`src/adcp_consts.svh`:
```
// Purpose: Constants of the audio DAC control port (serial register map, fields, defaults)
// Assumes: 10 MHz system clock, serial link clocked by the controller
// Notes:   Bytes travel LSB first; register and data fields are bit-reversed in the byte
`ifndef ADCP_CONSTS_SVH
`define ADCP_CONSTS_SVH

// Device address field and transfer type codes (bit1,bit0)
`define ADCP_DEV_ADDR      6'h06
`define ADCP_TYPE_WRITE    2'h2
`define ADCP_TYPE_READ     2'h3

// Register addresses on the serial link
`define ADCP_REG_SYS       7'h00
`define ADCP_REG_SOUND     7'h10
`define ADCP_REG_VOLUME    7'h11
`define ADCP_REG_STATUS    7'h18
`define ADCP_REG_DEFAULTS  7'h7f

// Reset values of the writable registers
`define ADCP_SYS_DEFAULT   16'h2040
`define ADCP_SOUND_DEFAULT 16'h0001
`define ADCP_VOL_DEFAULT   16'h0000

// Field positions
`define ADCP_SYS_PON       13
`define ADCP_SYS_AUTOMUTE  6
`define ADCP_SND_MUTE      0
`define ADCP_SND_DE_LO     1
`define ADCP_SND_TR_LO     3
`define ADCP_SND_BB_LO     8
`define ADCP_SND_M_LO      12
`define ADCP_VOL_LO        0

// Bits per serial byte and bytes returned by a read
`define ADCP_BYTE_BITS     8
`define ADCP_READ_BYTES    3

`endif

```
`src/adcp_pkg.sv`:
```
// Purpose: Types of the audio DAC control port
// Assumes: Constants come from adcp_consts.svh
// Notes:   Types only
package adcp_pkg;

   // Transfer state after a device address byte
   typedef enum logic [2:0] {
      ST_IDLE,   // Not addressed, waiting for an address phase
      ST_WREG,   // Addressed for write, expecting register byte
      ST_WDATA,  // Taking two write data bytes
      ST_READ,   // Device drives the data line
      ST_SKIP    // Transfer over or not for this device
   } adcp_state_t;

endpackage : adcp_pkg

```
`src/adcp_pin_sync.sv`:
```
// Purpose: Two-flop synchronisers and edge finders for the serial pins
// Assumes: Pins are asynchronous to CLK_IN
// Notes:   First flop of each chain feeds only the second flop
`timescale 1ns/1ps
`default_nettype none

module adcp_pin_sync #(
   parameter int WIDTH = 4
) (
   // Clock and reset
   input  wire logic             clk_in,
   input  wire logic             rst_in,
   // Raw pins
   input  wire logic [WIDTH-1:0] pin_in,
   // Clean levels and edges
   output logic      [WIDTH-1:0] level_out,
   output logic      [WIDTH-1:0] rise_out,
   output logic      [WIDTH-1:0] fall_out
);

   logic [WIDTH-1:0] meta;   // First stage, read by second stage only
   logic [WIDTH-1:0] prev;   // Previous clean level for edges

   genvar g;
   generate
      for (g = 0; g < WIDTH; g = g + 1) begin : g_sync
         // No reset on the chain, so a strap can be seen while reset is held
         always_ff @(posedge clk_in) begin
            meta[g]      <= pin_in[g];
            level_out[g] <= meta[g];
         end

         // Edge history follows the level in reset; an idle-high clock
         // line would otherwise show a false rise on release
         always_ff @(posedge clk_in) begin
            if (rst_in) begin
               prev[g] <= level_out[g];
            end else begin
               prev[g] <= level_out[g];
            end
         end

         assign rise_out[g] = ~rst_in & level_out[g] & ~prev[g];
         assign fall_out[g] = ~rst_in & ~level_out[g] & prev[g];
      end
   endgenerate

endmodule : adcp_pin_sync

`default_nettype wire

```
`src/adcp_top.sv`:
```
// Purpose: Control front-end of an audio DAC: pin control or three-wire serial control
// Assumes: Serial clock far slower than CLK_IN (800 ns vs 100 ns); strap static
// Notes:   Status inputs come from same-clock logic; serial pins are synchronised
`timescale 1ns/1ps
`default_nettype none
`include "adcp_consts.svh"

module adcp_top (
   // Clock and reset
   input  wire logic       CLK_IN,
   input  wire logic       RST_IN,
   // Strap and pin-mode mute
   input  wire logic       CONTROL_SCHEME_STRAP_IN,
   input  wire logic       MUTE_PIN_IN,
   // Serial link
   input  wire logic       SERIAL_CLOCK_LINE_IN,
   input  wire logic       SERIAL_MODE_LINE_IN,
   input  wire logic       SERIAL_DATA_LINE_IN,
   output logic            SERIAL_DATA_LINE_OUT,
   output logic            SERIAL_DATA_LINE_OE_OUT,
   // Status from decoder, clock regeneration and interpolator
   input  wire logic       PLL_LOCK_IN,
   input  wire logic       DECODER_LOCK_IN,
   input  wire logic       PCM_VALID_IN,
   input  wire logic [1:0] SAMPLE_RATE_STATUS_IN,
   input  wire logic       PREEMPHASIS_IN,
   input  wire logic [1:0] CLOCK_ACCURACY_STATUS_IN,
   input  wire logic       INTERP_MUTE_STATUS_IN,
   // Settings to the sound path
   output logic            SOFT_MUTE_OUT,
   output logic            AUTO_MUTE_ENABLE_OUT,
   output logic            POWER_ON_OUT,
   output logic [1:0]      DEEMPHASIS_OUT,
   output logic [1:0]      FILTER_MODE_OUT,
   output logic [3:0]      BASS_BOOST_OUT,
   output logic [1:0]      TREBLE_OUT,
   output logic [5:0]      VOLUME_OUT,
   // Status pins
   output logic            LOCK_OUT,
   output logic            STATIC_MODE_OUT
);

   // Reverse bit order of a byte; register and data fields sit reversed
   function automatic logic [7:0] rev8(input logic [7:0] b);
      logic [7:0] r;
      r = 8'h00;
      for (int i = 0; i < 8; i++) begin
         r[i] = b[7-i];
      end
      return rev8_ret(r);
   endfunction : rev8

   // Identity helper keeps the return path single
   function automatic logic [7:0] rev8_ret(input logic [7:0] b);
      return b;
   endfunction : rev8_ret

   // Default words as constants, so single fields can be picked out
   localparam logic [15:0] sys_def   = `ADCP_SYS_DEFAULT;
   localparam logic [15:0] sound_def = `ADCP_SOUND_DEFAULT;
   localparam logic [15:0] vol_def   = `ADCP_VOL_DEFAULT;

   // Synchronised pins: 0 clock, 1 mode, 2 data, 3 strap, 4 mute
   logic [4:0] pin_lvl;
   logic [4:0] pin_rise;
   logic [4:0] pin_fall;

   adcp_pin_sync #(.WIDTH(5)) u_sync (
      .clk_in    (CLK_IN),
      .rst_in    (RST_IN),
      .pin_in    ({MUTE_PIN_IN, CONTROL_SCHEME_STRAP_IN, SERIAL_DATA_LINE_IN,
                   SERIAL_MODE_LINE_IN, SERIAL_CLOCK_LINE_IN}),
      .level_out (pin_lvl),
      .rise_out  (pin_rise),
      .fall_out  (pin_fall)
   );

   logic        sclk_rise;              // Controller clock rising edge
   logic        mode_lvl;               // Mode line: low address, high data
   logic        mode_edge;              // Any change of the mode line
   logic        data_lvl;               // Data line sample
   assign sclk_rise = pin_rise[0];
   assign mode_lvl  = pin_lvl[1];
   assign mode_edge = pin_rise[1] | pin_fall[1];
   assign data_lvl  = pin_lvl[2];

   // Control scheme, caught while reset is held
   logic static_mode;                   // High: pin control
   always_ff @(posedge CLK_IN) begin
      if (RST_IN) begin
         static_mode <= pin_lvl[3];
      end
   end

   // Serial shifter state
   logic                awake;          // Wake-up pulse seen
   logic [2:0]          bit_cnt;        // Bit within the byte
   logic [7:0]          shreg;          // Byte being received
   logic [1:0]          byte_idx;       // Byte within the data phase
   adcp_pkg::adcp_state_t state;
   logic [6:0]          reg_addr;       // Register selected for write or read
   logic [7:0]          data_hi;        // First write data byte
   logic [23:0]         tx_word;        // Address byte and two data bytes
   logic                wr_commit;      // One-cycle write strobe
   logic [15:0]         wr_data;        // Word being written

   logic       serial_on;               // Link is live only in serial mode
   logic       bit_take;                // Clock edge that carries a bit
   logic       byte_done;               // Eighth bit taken
   logic [7:0] byte_val;                // Completed byte, bit0 first in time
   assign serial_on = ~static_mode;
   assign bit_take  = serial_on & awake & sclk_rise;
   assign byte_done = bit_take & (bit_cnt == 3'h7);

   // Completed byte including the bit arriving now; LSB came first
   always_comb begin
      byte_val        = shreg;
      byte_val[7]     = data_lvl;
   end

   // Wake-up: first clock pulse after reset arms the link only
   always_ff @(posedge CLK_IN) begin
      if (RST_IN) begin
         awake <= 1'b0;
      end else if (serial_on & sclk_rise) begin
         awake <= 1'b1;
      end
   end

   // Bit counter and shifter; a mode change restarts byte framing
   always_ff @(posedge CLK_IN) begin
      if (RST_IN) begin
         bit_cnt <= 3'h0;
         shreg   <= 8'h00;
      end else if (mode_edge) begin
         bit_cnt <= 3'h0;
      end else if (bit_take) begin
         shreg[bit_cnt] <= data_lvl;
         bit_cnt        <= bit_cnt + 3'h1;
      end
   end

   // Address byte decode
   logic       dev_match;               // Address field is ours
   logic [1:0] xfer_type;               // Transfer type bits {bit1,bit0}
   assign dev_match = (byte_val[7:2] == `ADCP_DEV_ADDR);
   assign xfer_type = {byte_val[1], byte_val[0]};

   // Register number from a register byte: bit1 is A6, bit7 is A0
   logic [7:0] byte_rev;                // Register byte mirrored, A0 in bit0
   logic [6:0] byte_reg;
   assign byte_rev = rev8(byte_val);
   assign byte_reg = byte_rev[6:0];

   // Read word lookup for the selected register
   logic [15:0] rd_word;
   logic        rd_valid;
   logic [15:0] sys_reg;
   logic [15:0] sound_reg;
   logic [15:0] vol_reg;
   always_comb begin
      rd_word  = 16'h0000;
      rd_valid = 1'b1;
      case (reg_addr)
         `ADCP_REG_SYS:    rd_word = sys_reg;
         `ADCP_REG_SOUND:  rd_word = sound_reg;
         `ADCP_REG_VOLUME: rd_word = vol_reg;
         `ADCP_REG_STATUS: rd_word = {7'h00, CLOCK_ACCURACY_STATUS_IN, PREEMPHASIS_IN,
                                      PCM_VALID_IN, SAMPLE_RATE_STATUS_IN,
                                      DECODER_LOCK_IN, PLL_LOCK_IN,
                                      INTERP_MUTE_STATUS_IN};
         default:          rd_valid = 1'b0;
      endcase
   end

   // Transfer sequencer
   always_ff @(posedge CLK_IN) begin
      if (RST_IN) begin
         state     <= adcp_pkg::ST_IDLE;
         byte_idx  <= 2'h0;
         reg_addr  <= 7'h00;
         data_hi   <= 8'h00;
         tx_word   <= 24'h000000;
         wr_commit <= 1'b0;
         wr_data   <= 16'h0000;
      end else begin
         wr_commit <= 1'b0;
         if (mode_edge) begin
            byte_idx <= 2'h0;
         end else if (byte_done & ~mode_lvl) begin
            // Address phase: select or deselect this device
            byte_idx <= 2'h0;
            if (!dev_match) begin
               state <= adcp_pkg::ST_SKIP;
            end else if (xfer_type == `ADCP_TYPE_WRITE) begin
               state <= adcp_pkg::ST_WREG;
            end else if (xfer_type == `ADCP_TYPE_READ) begin
               state   <= adcp_pkg::ST_READ;
               // Address byte: flag in bit0, A6..A0 in bits 1..7
               tx_word <= {rev8(rd_word[7:0]), rev8(rd_word[15:8]),
                           rev8({~rd_valid, reg_addr})};
            end else begin
               state <= adcp_pkg::ST_SKIP;
            end
         end else if (byte_done) begin
            byte_idx <= byte_idx + 2'h1;
            case (state)
               adcp_pkg::ST_WREG: begin
                  reg_addr <= byte_reg;
                  if (!byte_val[0]) begin
                     state <= adcp_pkg::ST_WDATA;
                  end else begin
                     state <= adcp_pkg::ST_SKIP;
                  end
               end
               adcp_pkg::ST_WDATA: begin
                  if (byte_idx == 2'h1) begin
                     data_hi <= rev8(byte_val);
                  end else begin
                     wr_data   <= {data_hi, rev8(byte_val)};
                     wr_commit <= 1'b1;
                     // New register needs a new device address
                     state     <= adcp_pkg::ST_SKIP;
                  end
               end
               adcp_pkg::ST_READ: begin
                  if (byte_idx == 2'(`ADCP_READ_BYTES - 1)) begin
                     state <= adcp_pkg::ST_SKIP;
                  end
               end
               default: begin
                  state <= state;                              // Bytes ignored
               end
            endcase
         end
      end
   end

   // Writable registers; restore-defaults reloads every one
   always_ff @(posedge CLK_IN) begin
      if (RST_IN) begin
         sys_reg   <= `ADCP_SYS_DEFAULT;
         sound_reg <= `ADCP_SOUND_DEFAULT;
         vol_reg   <= `ADCP_VOL_DEFAULT;
      end else if (wr_commit) begin
         case (reg_addr)
            `ADCP_REG_SYS:    sys_reg   <= wr_data;
            `ADCP_REG_SOUND:  sound_reg <= wr_data;
            `ADCP_REG_VOLUME: vol_reg   <= wr_data;
            `ADCP_REG_DEFAULTS: begin
               sys_reg   <= `ADCP_SYS_DEFAULT;
               sound_reg <= `ADCP_SOUND_DEFAULT;
               vol_reg   <= `ADCP_VOL_DEFAULT;
            end
            default: begin
               sys_reg <= sys_reg;                             // Unknown target
            end
         endcase
      end
   end

   // Serial data out: bit of the current byte, driven only while reading
   always_ff @(posedge CLK_IN) begin
      if (RST_IN) begin
         SERIAL_DATA_LINE_OUT    <= 1'b0;
         SERIAL_DATA_LINE_OE_OUT <= 1'b0;
      end else begin
         SERIAL_DATA_LINE_OE_OUT <= serial_on & mode_lvl &
                                    (state == adcp_pkg::ST_READ);
         SERIAL_DATA_LINE_OUT    <= tx_word[{byte_idx, bit_cnt}];
      end
   end

   // Settings: serial mode uses registers, pin mode uses defaults and the mute pin for soft mute
   always_ff @(posedge CLK_IN) begin
      if (RST_IN) begin
         SOFT_MUTE_OUT        <= 1'b1;
         AUTO_MUTE_ENABLE_OUT <= 1'b1;
         POWER_ON_OUT         <= 1'b1;
         DEEMPHASIS_OUT       <= 2'h0;
         FILTER_MODE_OUT      <= 2'h0;
         BASS_BOOST_OUT       <= 4'h0;
         TREBLE_OUT           <= 2'h0;
         VOLUME_OUT           <= 6'h00;
      end else if (static_mode) begin
         SOFT_MUTE_OUT        <= pin_lvl[4];
         AUTO_MUTE_ENABLE_OUT <= sys_def[`ADCP_SYS_AUTOMUTE];
         POWER_ON_OUT         <= sys_def[`ADCP_SYS_PON];
         DEEMPHASIS_OUT       <= sound_def[`ADCP_SND_DE_LO +: 2];
         FILTER_MODE_OUT      <= sound_def[`ADCP_SND_M_LO +: 2];
         BASS_BOOST_OUT       <= sound_def[`ADCP_SND_BB_LO +: 4];
         TREBLE_OUT           <= sound_def[`ADCP_SND_TR_LO +: 2];
         VOLUME_OUT           <= vol_def[`ADCP_VOL_LO +: 6];
      end else begin
         SOFT_MUTE_OUT        <= sound_reg[`ADCP_SND_MUTE];
         AUTO_MUTE_ENABLE_OUT <= sys_reg[`ADCP_SYS_AUTOMUTE];
         POWER_ON_OUT         <= sys_reg[`ADCP_SYS_PON];
         DEEMPHASIS_OUT       <= sound_reg[`ADCP_SND_DE_LO +: 2];
         FILTER_MODE_OUT      <= sound_reg[`ADCP_SND_M_LO +: 2];
         BASS_BOOST_OUT       <= sound_reg[`ADCP_SND_BB_LO +: 4];
         TREBLE_OUT           <= sound_reg[`ADCP_SND_TR_LO +: 2];
         VOLUME_OUT           <= vol_reg[`ADCP_VOL_LO +: 6];
      end
   end

   // Lock pin and mode indication
   always_ff @(posedge CLK_IN) begin
      if (RST_IN) begin
         LOCK_OUT        <= 1'b0;
         STATIC_MODE_OUT <= 1'b0;
      end else begin
         LOCK_OUT        <= PLL_LOCK_IN & DECODER_LOCK_IN & PCM_VALID_IN;
         STATIC_MODE_OUT <= static_mode;
      end
   end

   // Checks on the logic above
   a_lock_set: assert property (@(posedge CLK_IN) disable iff (RST_IN)
      (PLL_LOCK_IN && DECODER_LOCK_IN && PCM_VALID_IN) |=> LOCK_OUT)
      else $error("lock pin not raised");
   a_lock_clear: assert property (@(posedge CLK_IN) disable iff (RST_IN)
      !(PLL_LOCK_IN && DECODER_LOCK_IN && PCM_VALID_IN) |=> !LOCK_OUT)
      else $error("lock pin high without full lock");
   a_mute_startup: assert property (@(posedge CLK_IN) disable iff (RST_IN)
      $past(RST_IN) && !static_mode |-> ##1 SOFT_MUTE_OUT)
      else $error("serial mode not muted after reset");
   a_static_defaults: assert property (@(posedge CLK_IN) disable iff (RST_IN)
      static_mode && $past(static_mode) |-> VOLUME_OUT == 6'h00
         && DEEMPHASIS_OUT == 2'h0 && POWER_ON_OUT)
      else $error("pin mode setting differs from default");
   a_static_mute: assert property (@(posedge CLK_IN) disable iff (RST_IN)
      static_mode && pin_lvl[4] |=> SOFT_MUTE_OUT)
      else $error("mute pin ignored");
   a_no_drive_static: assert property (@(posedge CLK_IN) disable iff (RST_IN)
      static_mode |=> !SERIAL_DATA_LINE_OE_OUT)
      else $error("data line driven in pin mode");
   a_byte_wrap: assert property (@(posedge CLK_IN) disable iff (RST_IN)
      byte_done && !mode_edge |=> bit_cnt == 3'h0)
      else $error("byte framing not eight bits");
   a_read_select: assert property (@(posedge CLK_IN) disable iff (RST_IN)
      byte_done && !mode_lvl && dev_match && xfer_type == 2'h3 && !mode_edge
      |=> state == adcp_pkg::ST_READ)
      else $error("read address did not start read");
   a_read_drive: assert property (@(posedge CLK_IN) disable iff (RST_IN)
      !static_mode && mode_lvl && state == adcp_pkg::ST_READ |=> SERIAL_DATA_LINE_OE_OUT)
      else $error("data line not driven during read");
   a_invalid_flag: assert property (@(posedge CLK_IN) disable iff (RST_IN)
      byte_done && !mode_lvl && dev_match && xfer_type == 2'h3 && !rd_valid && !mode_edge
      |=> tx_word[0])
      else $error("invalid register not flagged");
   a_write_apply: assert property (@(posedge CLK_IN) disable iff (RST_IN)
      wr_commit && reg_addr == 7'h10 |=> sound_reg == $past(wr_data))
      else $error("write to sound register lost");

   c_write: cover property (@(posedge CLK_IN) disable iff (RST_IN) wr_commit);
   c_read: cover property (@(posedge CLK_IN) disable iff (RST_IN)
      SERIAL_DATA_LINE_OE_OUT ##1 !SERIAL_DATA_LINE_OE_OUT);
   c_defaults: cover property (@(posedge CLK_IN) disable iff (RST_IN)
      wr_commit && reg_addr == 7'h7f);

endmodule : adcp_top

`default_nettype wire

```
`config.mk`:
```
export PLATFORM = sky130hd
export DESIGN_NAME = adcp_top
export DESIGN_NICKNAME = d
export VERILOG_FILES = /design/src/adcp_pkg.sv /design/src/adcp_pin_sync.sv /design/src/adcp_top.sv
export VERILOG_INCLUDE_DIRS = /design/src /design/src/src
export SDC_FILE = /design/constraint.sdc
export NUM_CORES = 1
export LEC_CHECK = 0
export ABC_AREA = 1
export BUFFER_PORTS_ARGS = -buffer_cell sky130_fd_sc_hd__buf_2
export CORE_UTILIZATION = 52
export CTS_CLUSTER_DIAMETER = 100
export DETAILED_ROUTE_END_ITERATION = 8
export PLACE_DENSITY = 0.78
export SLEW_MARGIN = 20
export SYNTH_ARGS = -nofsm -noshare
export SYNTH_HDL_FRONTEND = slang
export SYNTH_HIERARCHICAL = 1
export SYNTH_SLANG_ARGS = --single-unit
```
`constraint.sdc`:
```
create_clock -name CLK_IN -period 1.75 [get_ports CLK_IN]
set_input_delay 0.0875 -clock CLK_IN [delete_from_list [all_inputs] [get_ports CLK_IN]]
set_output_delay 0.0875 -clock CLK_IN [all_outputs]
set_load 0.005 [all_outputs]
```
==> results.toml, run 1 <==
[placed_design]
port_buffers = 38
placed_cells = 1204
place_area_sq_mm = 0.00735
hpwl_mm = 11.4
place_congestion = 0.892

[cells_and_area]
layout_common_cells = "nand2_1 (257), nor2_1 (199), dfxtp_1 (153)"
fin_area_sq_mm = 0.00832
largest_register_ffs = 24
synthToLayoutAreaGrowth_pct = 22.9
utilization = 0.656
n_antenna_cell = 0
instances_no_fill = 1253
multi_input_area_sq_mm = 0.00310
fillers = 1092
fin_nets = 1088
regArea_sq_mm = 0.00314
layout-drive-gt1-share = 0.171
top_register = "tx_word"
final_common_cell = "nand2_1"

[route]
wire_per_inst_microns = 14.5
route.vias.total = 6496
drt_iter0_drc = 724
ant_nets = 0
viasPerCell = 5.18
drcViolationCount = 0
wl_mm = 18.2
drt-pass1-iter-count = 6

[timing]
setup_violations = 1
tightest_slew_ns = 0.484
rsz0062_at_grt = "yes"
max_clock_freq_mhz = 570
postLayoutSetupSlackWorst_ns = -0.00338
drv_slew = 0
fin_skew_ns = 0.00694
hold_viol = 0
period_needed_ns = 1.75
relSlewSlack = 0.677
hold_ws_ns = 0.115
fin_crit_sh = 1.00

[grt]
antenna_found_initial = 0
grt-ovfl-total = 0
global_route.usage.total = 0.267
grt_pass1_wl_mm = 27.2
grt_max_degree = 66
grt_pass1_vias = 5699

[critical_path]
critPathLaunchType = "register"
max_stage_delay_ns = 0.33
path_max_fanout = 9
worstSetupPathType = "reg2reg"
required_ns = 2.10
crit_chain = "nand2_2 > nor2_4 > inv_2 > nor2_4 > nand4_4 > nor2_4 > nand3_4 > clkbuf_16 > nand2_2 > nand2_1 > nor2_1"
crit_buf_inv = 2
crit_path_frequent_cell = "nor2_4"
crit_path_end_kind = "register"
slowest_stage = "dfxtp_2"
cp.arrival_ns = 2.10
cpLargestDelayFamily = "simple AND/OR/NAND/NOR gates"

[synth]
synth_warnings = 6
syn-cell-area_sq_mm = 0.00677
netlist_instances = 993
mappedNetlistNets = 1013
syn_area_per_cell_sq_um = 6.81

[outcome]
violations = "negative setup slack"
outcome = "finished, violations left"

[clock_network]
cts_made_buffers = 17
cts_max_level = 4
clk_pin_slew_ns = 0.06
clkSinkCount = 156
root_buffer = "clkbuf_16"
clkLatencyLatePin_ns = 0.42
clock_path_buffers = 2
cts_tree = "done"

[pwr]
p_total_mw = 7.69
max-vdd-ir-drop_uv = 671
leakage_nw = 3.79
switching_share = 0.196
p_clk_frac = 0.511
intPower_mw = 6.18
cellPowerDensity_mw_per_mm2 = 925
p_comb_frac = 0.023
p_sw_mw = 1.51
power_frac_seq = 0.466

[run]
drv_cap = 0

[die]
fp-row-count = 41
die_area_sq_mm = 0.0135
die_w_microns = 116
start_util = 0.534
io_pins = 39
fp.dieH_microns = 116
core_area_sq_mm = 0.0127

[hold_path]
hold_class = "in2reg"
[stage by stage]
stage	worst slack (ns)	setup TNS, ns
floorplan	0.107	0
global placement	0.0261	0
detailed placement	0.0286	0
CTS	0.0102	0
global route	-0.0847	-1.10
finish	-0.00338	-0.00338
[layout make-up]
class / instances / share of cell area
Multi-Input combinational cell: 682 / 0.372
Tap cell: 172 / 0.0259
Clock buffer: 27 / 0.0653
Sequential cell: 156 / 0.377
Timing Repair Buffer: 99 / 0.0964
Clock inverter: 5 / 0.0120
Inverter: 112 / 0.0510
[routing by layer]
| metal | track usage | up-vias | share of wire |
|---|---|---|---|
| li1 | - | 3233 | - |
| met5 | 0 | - | 0 |
| met3 | 0.0601 | 58 | 0.063 |
| met4 | 0.162 | 0 | 0.041 |
| met2 | 0.430 | 264 | 0.47 |
| met1 | 0.326 | 2941 | 0.42 |
[power groups by stage]
stage,logic (mW),registers (mW),clock network [mW]
finish,0.177,3.59,3.93
global route,0.192,3.59,4.10
CTS,0.163,3.58,3.95
detailed placement,0.151,3.66,0
global placement,0.149,3.66,0
floorplan,0.0882,3.66,0
[final timing paths]
path / startpoint / endpoint / slack, ns / depth (start not counted)
max: u_sync/level_out[0] / tx_word[17] / -0.003 / 11
min reg2reg: u_sync/meta[4] / u_sync/level_out[4] / 0.33 / 0
max reg2reg: u_sync/level_out[0] / tx_word[17] / -0.003 / 11
min: SAMPLE_RATE_STATUS_IN[0] / tx_word[20] / 0.12 / 7
[timing repair]
action                                 in CTS  in global routing
setup endpoints to repair                   0                 72
resized for setup                           0                 38
setup buffers                               0                  5
hold buffers                                7                  0
endpoints found under the hold margin       6                  0
[worst min-delay path, cell delays in order]
cell     delay (ns)
buf_2          0.08
nand3_1        0.07
nand2_1        0.06
inv_1          0.03
nand2_1        0.08
nor2_1         0.04
nor2_1         0.07
Note: power is estimated with default switching activity, not from simulation.
==> inputs of run 2 (changes only) <==
CTS_CLUSTER_SIZE = 40   (was default)
PLACE_DENSITY = 0.79   (was 0.78)
==> results.toml, run 2 (synthesized netlist as in run 1, its figures left out) <==
[critical_path]
crit_path_end_kind = "register"
worstSetupPathType = "reg2reg"
endpoint = "tx_word[15]"
rrSetupSlack_ns = 0.06
path_max_fanout = 17
cpLargestDelayFamily = "simple AND/OR/NAND/NOR gates"
max_stage_delay_ns = 0.32
r2r-start = "u_sync/level_out[0]"
rr_endpoint = "tx_word[15]"
critPathLaunchType = "register"
crit_chain = "nand2_1 > nor2_2 > inv_2 > nor2_4 > nand4_4 > nor2_4 > nand3_4 > clkbuf_16 > nor2_1 > nor2_1"
slowest_stage = "dfxtp_2"
startpoint = "u_sync/level_out[0]"
cp_num_cells = 10
cp.arrival_ns = 2.00
rr_worst_depth = 10
required_ns = 2.06
crit_buf_inv = 2

[outcome]
outcome = "finished, final reports clean"

[timing]
tightest_slew_ns = 0.469
setup_violations = 0
fin_skew_ns = 0.00742
period_needed_ns = 1.69
relSlewSlack = 0.688
max_clock_freq_mhz = 593
tns_ns = 0
hold_ws_ns = 0.0871
hold_viol = 0
drv_slew = 0
fin_crit_sh = 0.964

[die]
core_area_sq_mm = 0.0127
die_area_sq_mm = 0.0135
start_util = 0.534
fp.dieH_microns = 116
io_pins = 39
die_w_microns = 116
fp-row-count = 41

[pwr]
p_total_mw = 7.55
cellPowerDensity_mw_per_mm2 = 920
max-vdd-ir-drop_uv = 716
leakage_nw = 3.79

[route]
viasPerCell = 5.01
ant_nets = 0
wire_per_inst_microns = 13.2
drt-pass1-iter-count = 5
drcViolationCount = 0
wl_mm = 16.6
drt_iter0_drc = 553
route.vias.total = 6268

[clock_network]
clkSinkCount = 156
cts_tree = "done"
root_buffer = "clkbuf_16"
clkLatencyLatePin_ns = 0.42
clock_path_buffers = 2
cts_max_level = 4
cts_made_buffers = 17
clk_pin_slew_ns = 0.06

[cells_and_area]
instances_no_fill = 1251
fin_nets = 1088
synthToLayoutAreaGrowth_pct = 21.2
layout_common_cells = "nand2_1 (266), nor2_1 (207), dfxtp_1 (151)"
layout-drive-gt1-share = 0.152
top_register = "tx_word"
final_common_cell = "nand2_1"
largest_register_ffs = 24
n_antenna_cell = 0

[placed_design]
port_buffers = 38
place_congestion = 0.910
hpwl_mm = 11.1
placed_cells = 1208

[hold_path]
hold_start = "RST_IN"
hold_class = "in2reg"

[grt]
grt_pass1_wl_mm = 26.4
grt_pass1_vias = 5491
global_route.usage.total = 0.258
grt_max_degree = 54
antenna_found_initial = 0
grt-ovfl-total = 0

[run]
drv_cap = 0
run 2: worst min-delay path by stage:
stage,slack (ns),endpoint,cells after the start
floorplan,0.12,u_sync/meta[0],0
global placement,0.19,u_sync/meta[3],1
detailed placement,0.19,u_sync/meta[2],1
CTS,0.08,SERIAL_DATA_LINE_OE_OUT,4
global route,0.10,SERIAL_DATA_LINE_OE_OUT,4
finish,0.09,SERIAL_DATA_LINE_OE_OUT,4
run 2: cell type report:
| class | instances | area [sq um] |
|---|---|---|
| fill | 1086 | 4470 |
| sequential | 156 | 3140 |
| multi-input combinational | 682 | 3060 |
| timing repair buffer | 99 | 763 |
| clock buffer | 24 | 503 |
| inverter | 112 | 420 |
| tap | 172 | 215 |
| clock inverter | 6 | 108 |
run 2: power breakdown:
group | switching (mW) | internal [mW] | leakage [nW]
clock network | 1.38 | 2.42 | 0.297
logic | 0.107 | 0.0592 | 2.23
registers | 0.0104 | 3.58 | 1.26
total | 1.49 | 6.06 | 3.79
run 2: worst register-to-register path: cells and delay by family (launching register included):
family	cells	cell delay (ns)
DFF	1	0.32
and+or+nand+nor	8	0.96
buffers and inverters	2	0.29
run 2: routing by layer:
| layer | global-route usage | up-vias | part of all wire |
|---|---|---|---|
| met5 | 0 | - | 0 |
| met3 | 0.0549 | 36 | 0.060 |
| met2 | 0.411 | 202 | 0.46 |
| met4 | 0.139 | 0 | 0.036 |
| met1 | 0.327 | 2796 | 0.45 |
| li1 | - | 3234 | - |
run 2: metrics by stage:
stage	setup slack, ns	utilization	instance area (sq um)
final	0.0634	0.647	8200
after global routing	-0.0387	0.647	8200
after CTS	0.0538	0.636	8060
after detailed placement	0.0679	0.582	7380
after global placement	0.0980	0.582	7380
after floorplan	0.107	-	6770
run 2: timing repair:
action | CTS | global route
gates resized for setup | 0 | 22
setup endpoints to repair | 0 | 63
hold buffers | 7 | 0
buffers inserted | 0 | 4
endpoints found under the hold margin | 6 | 0
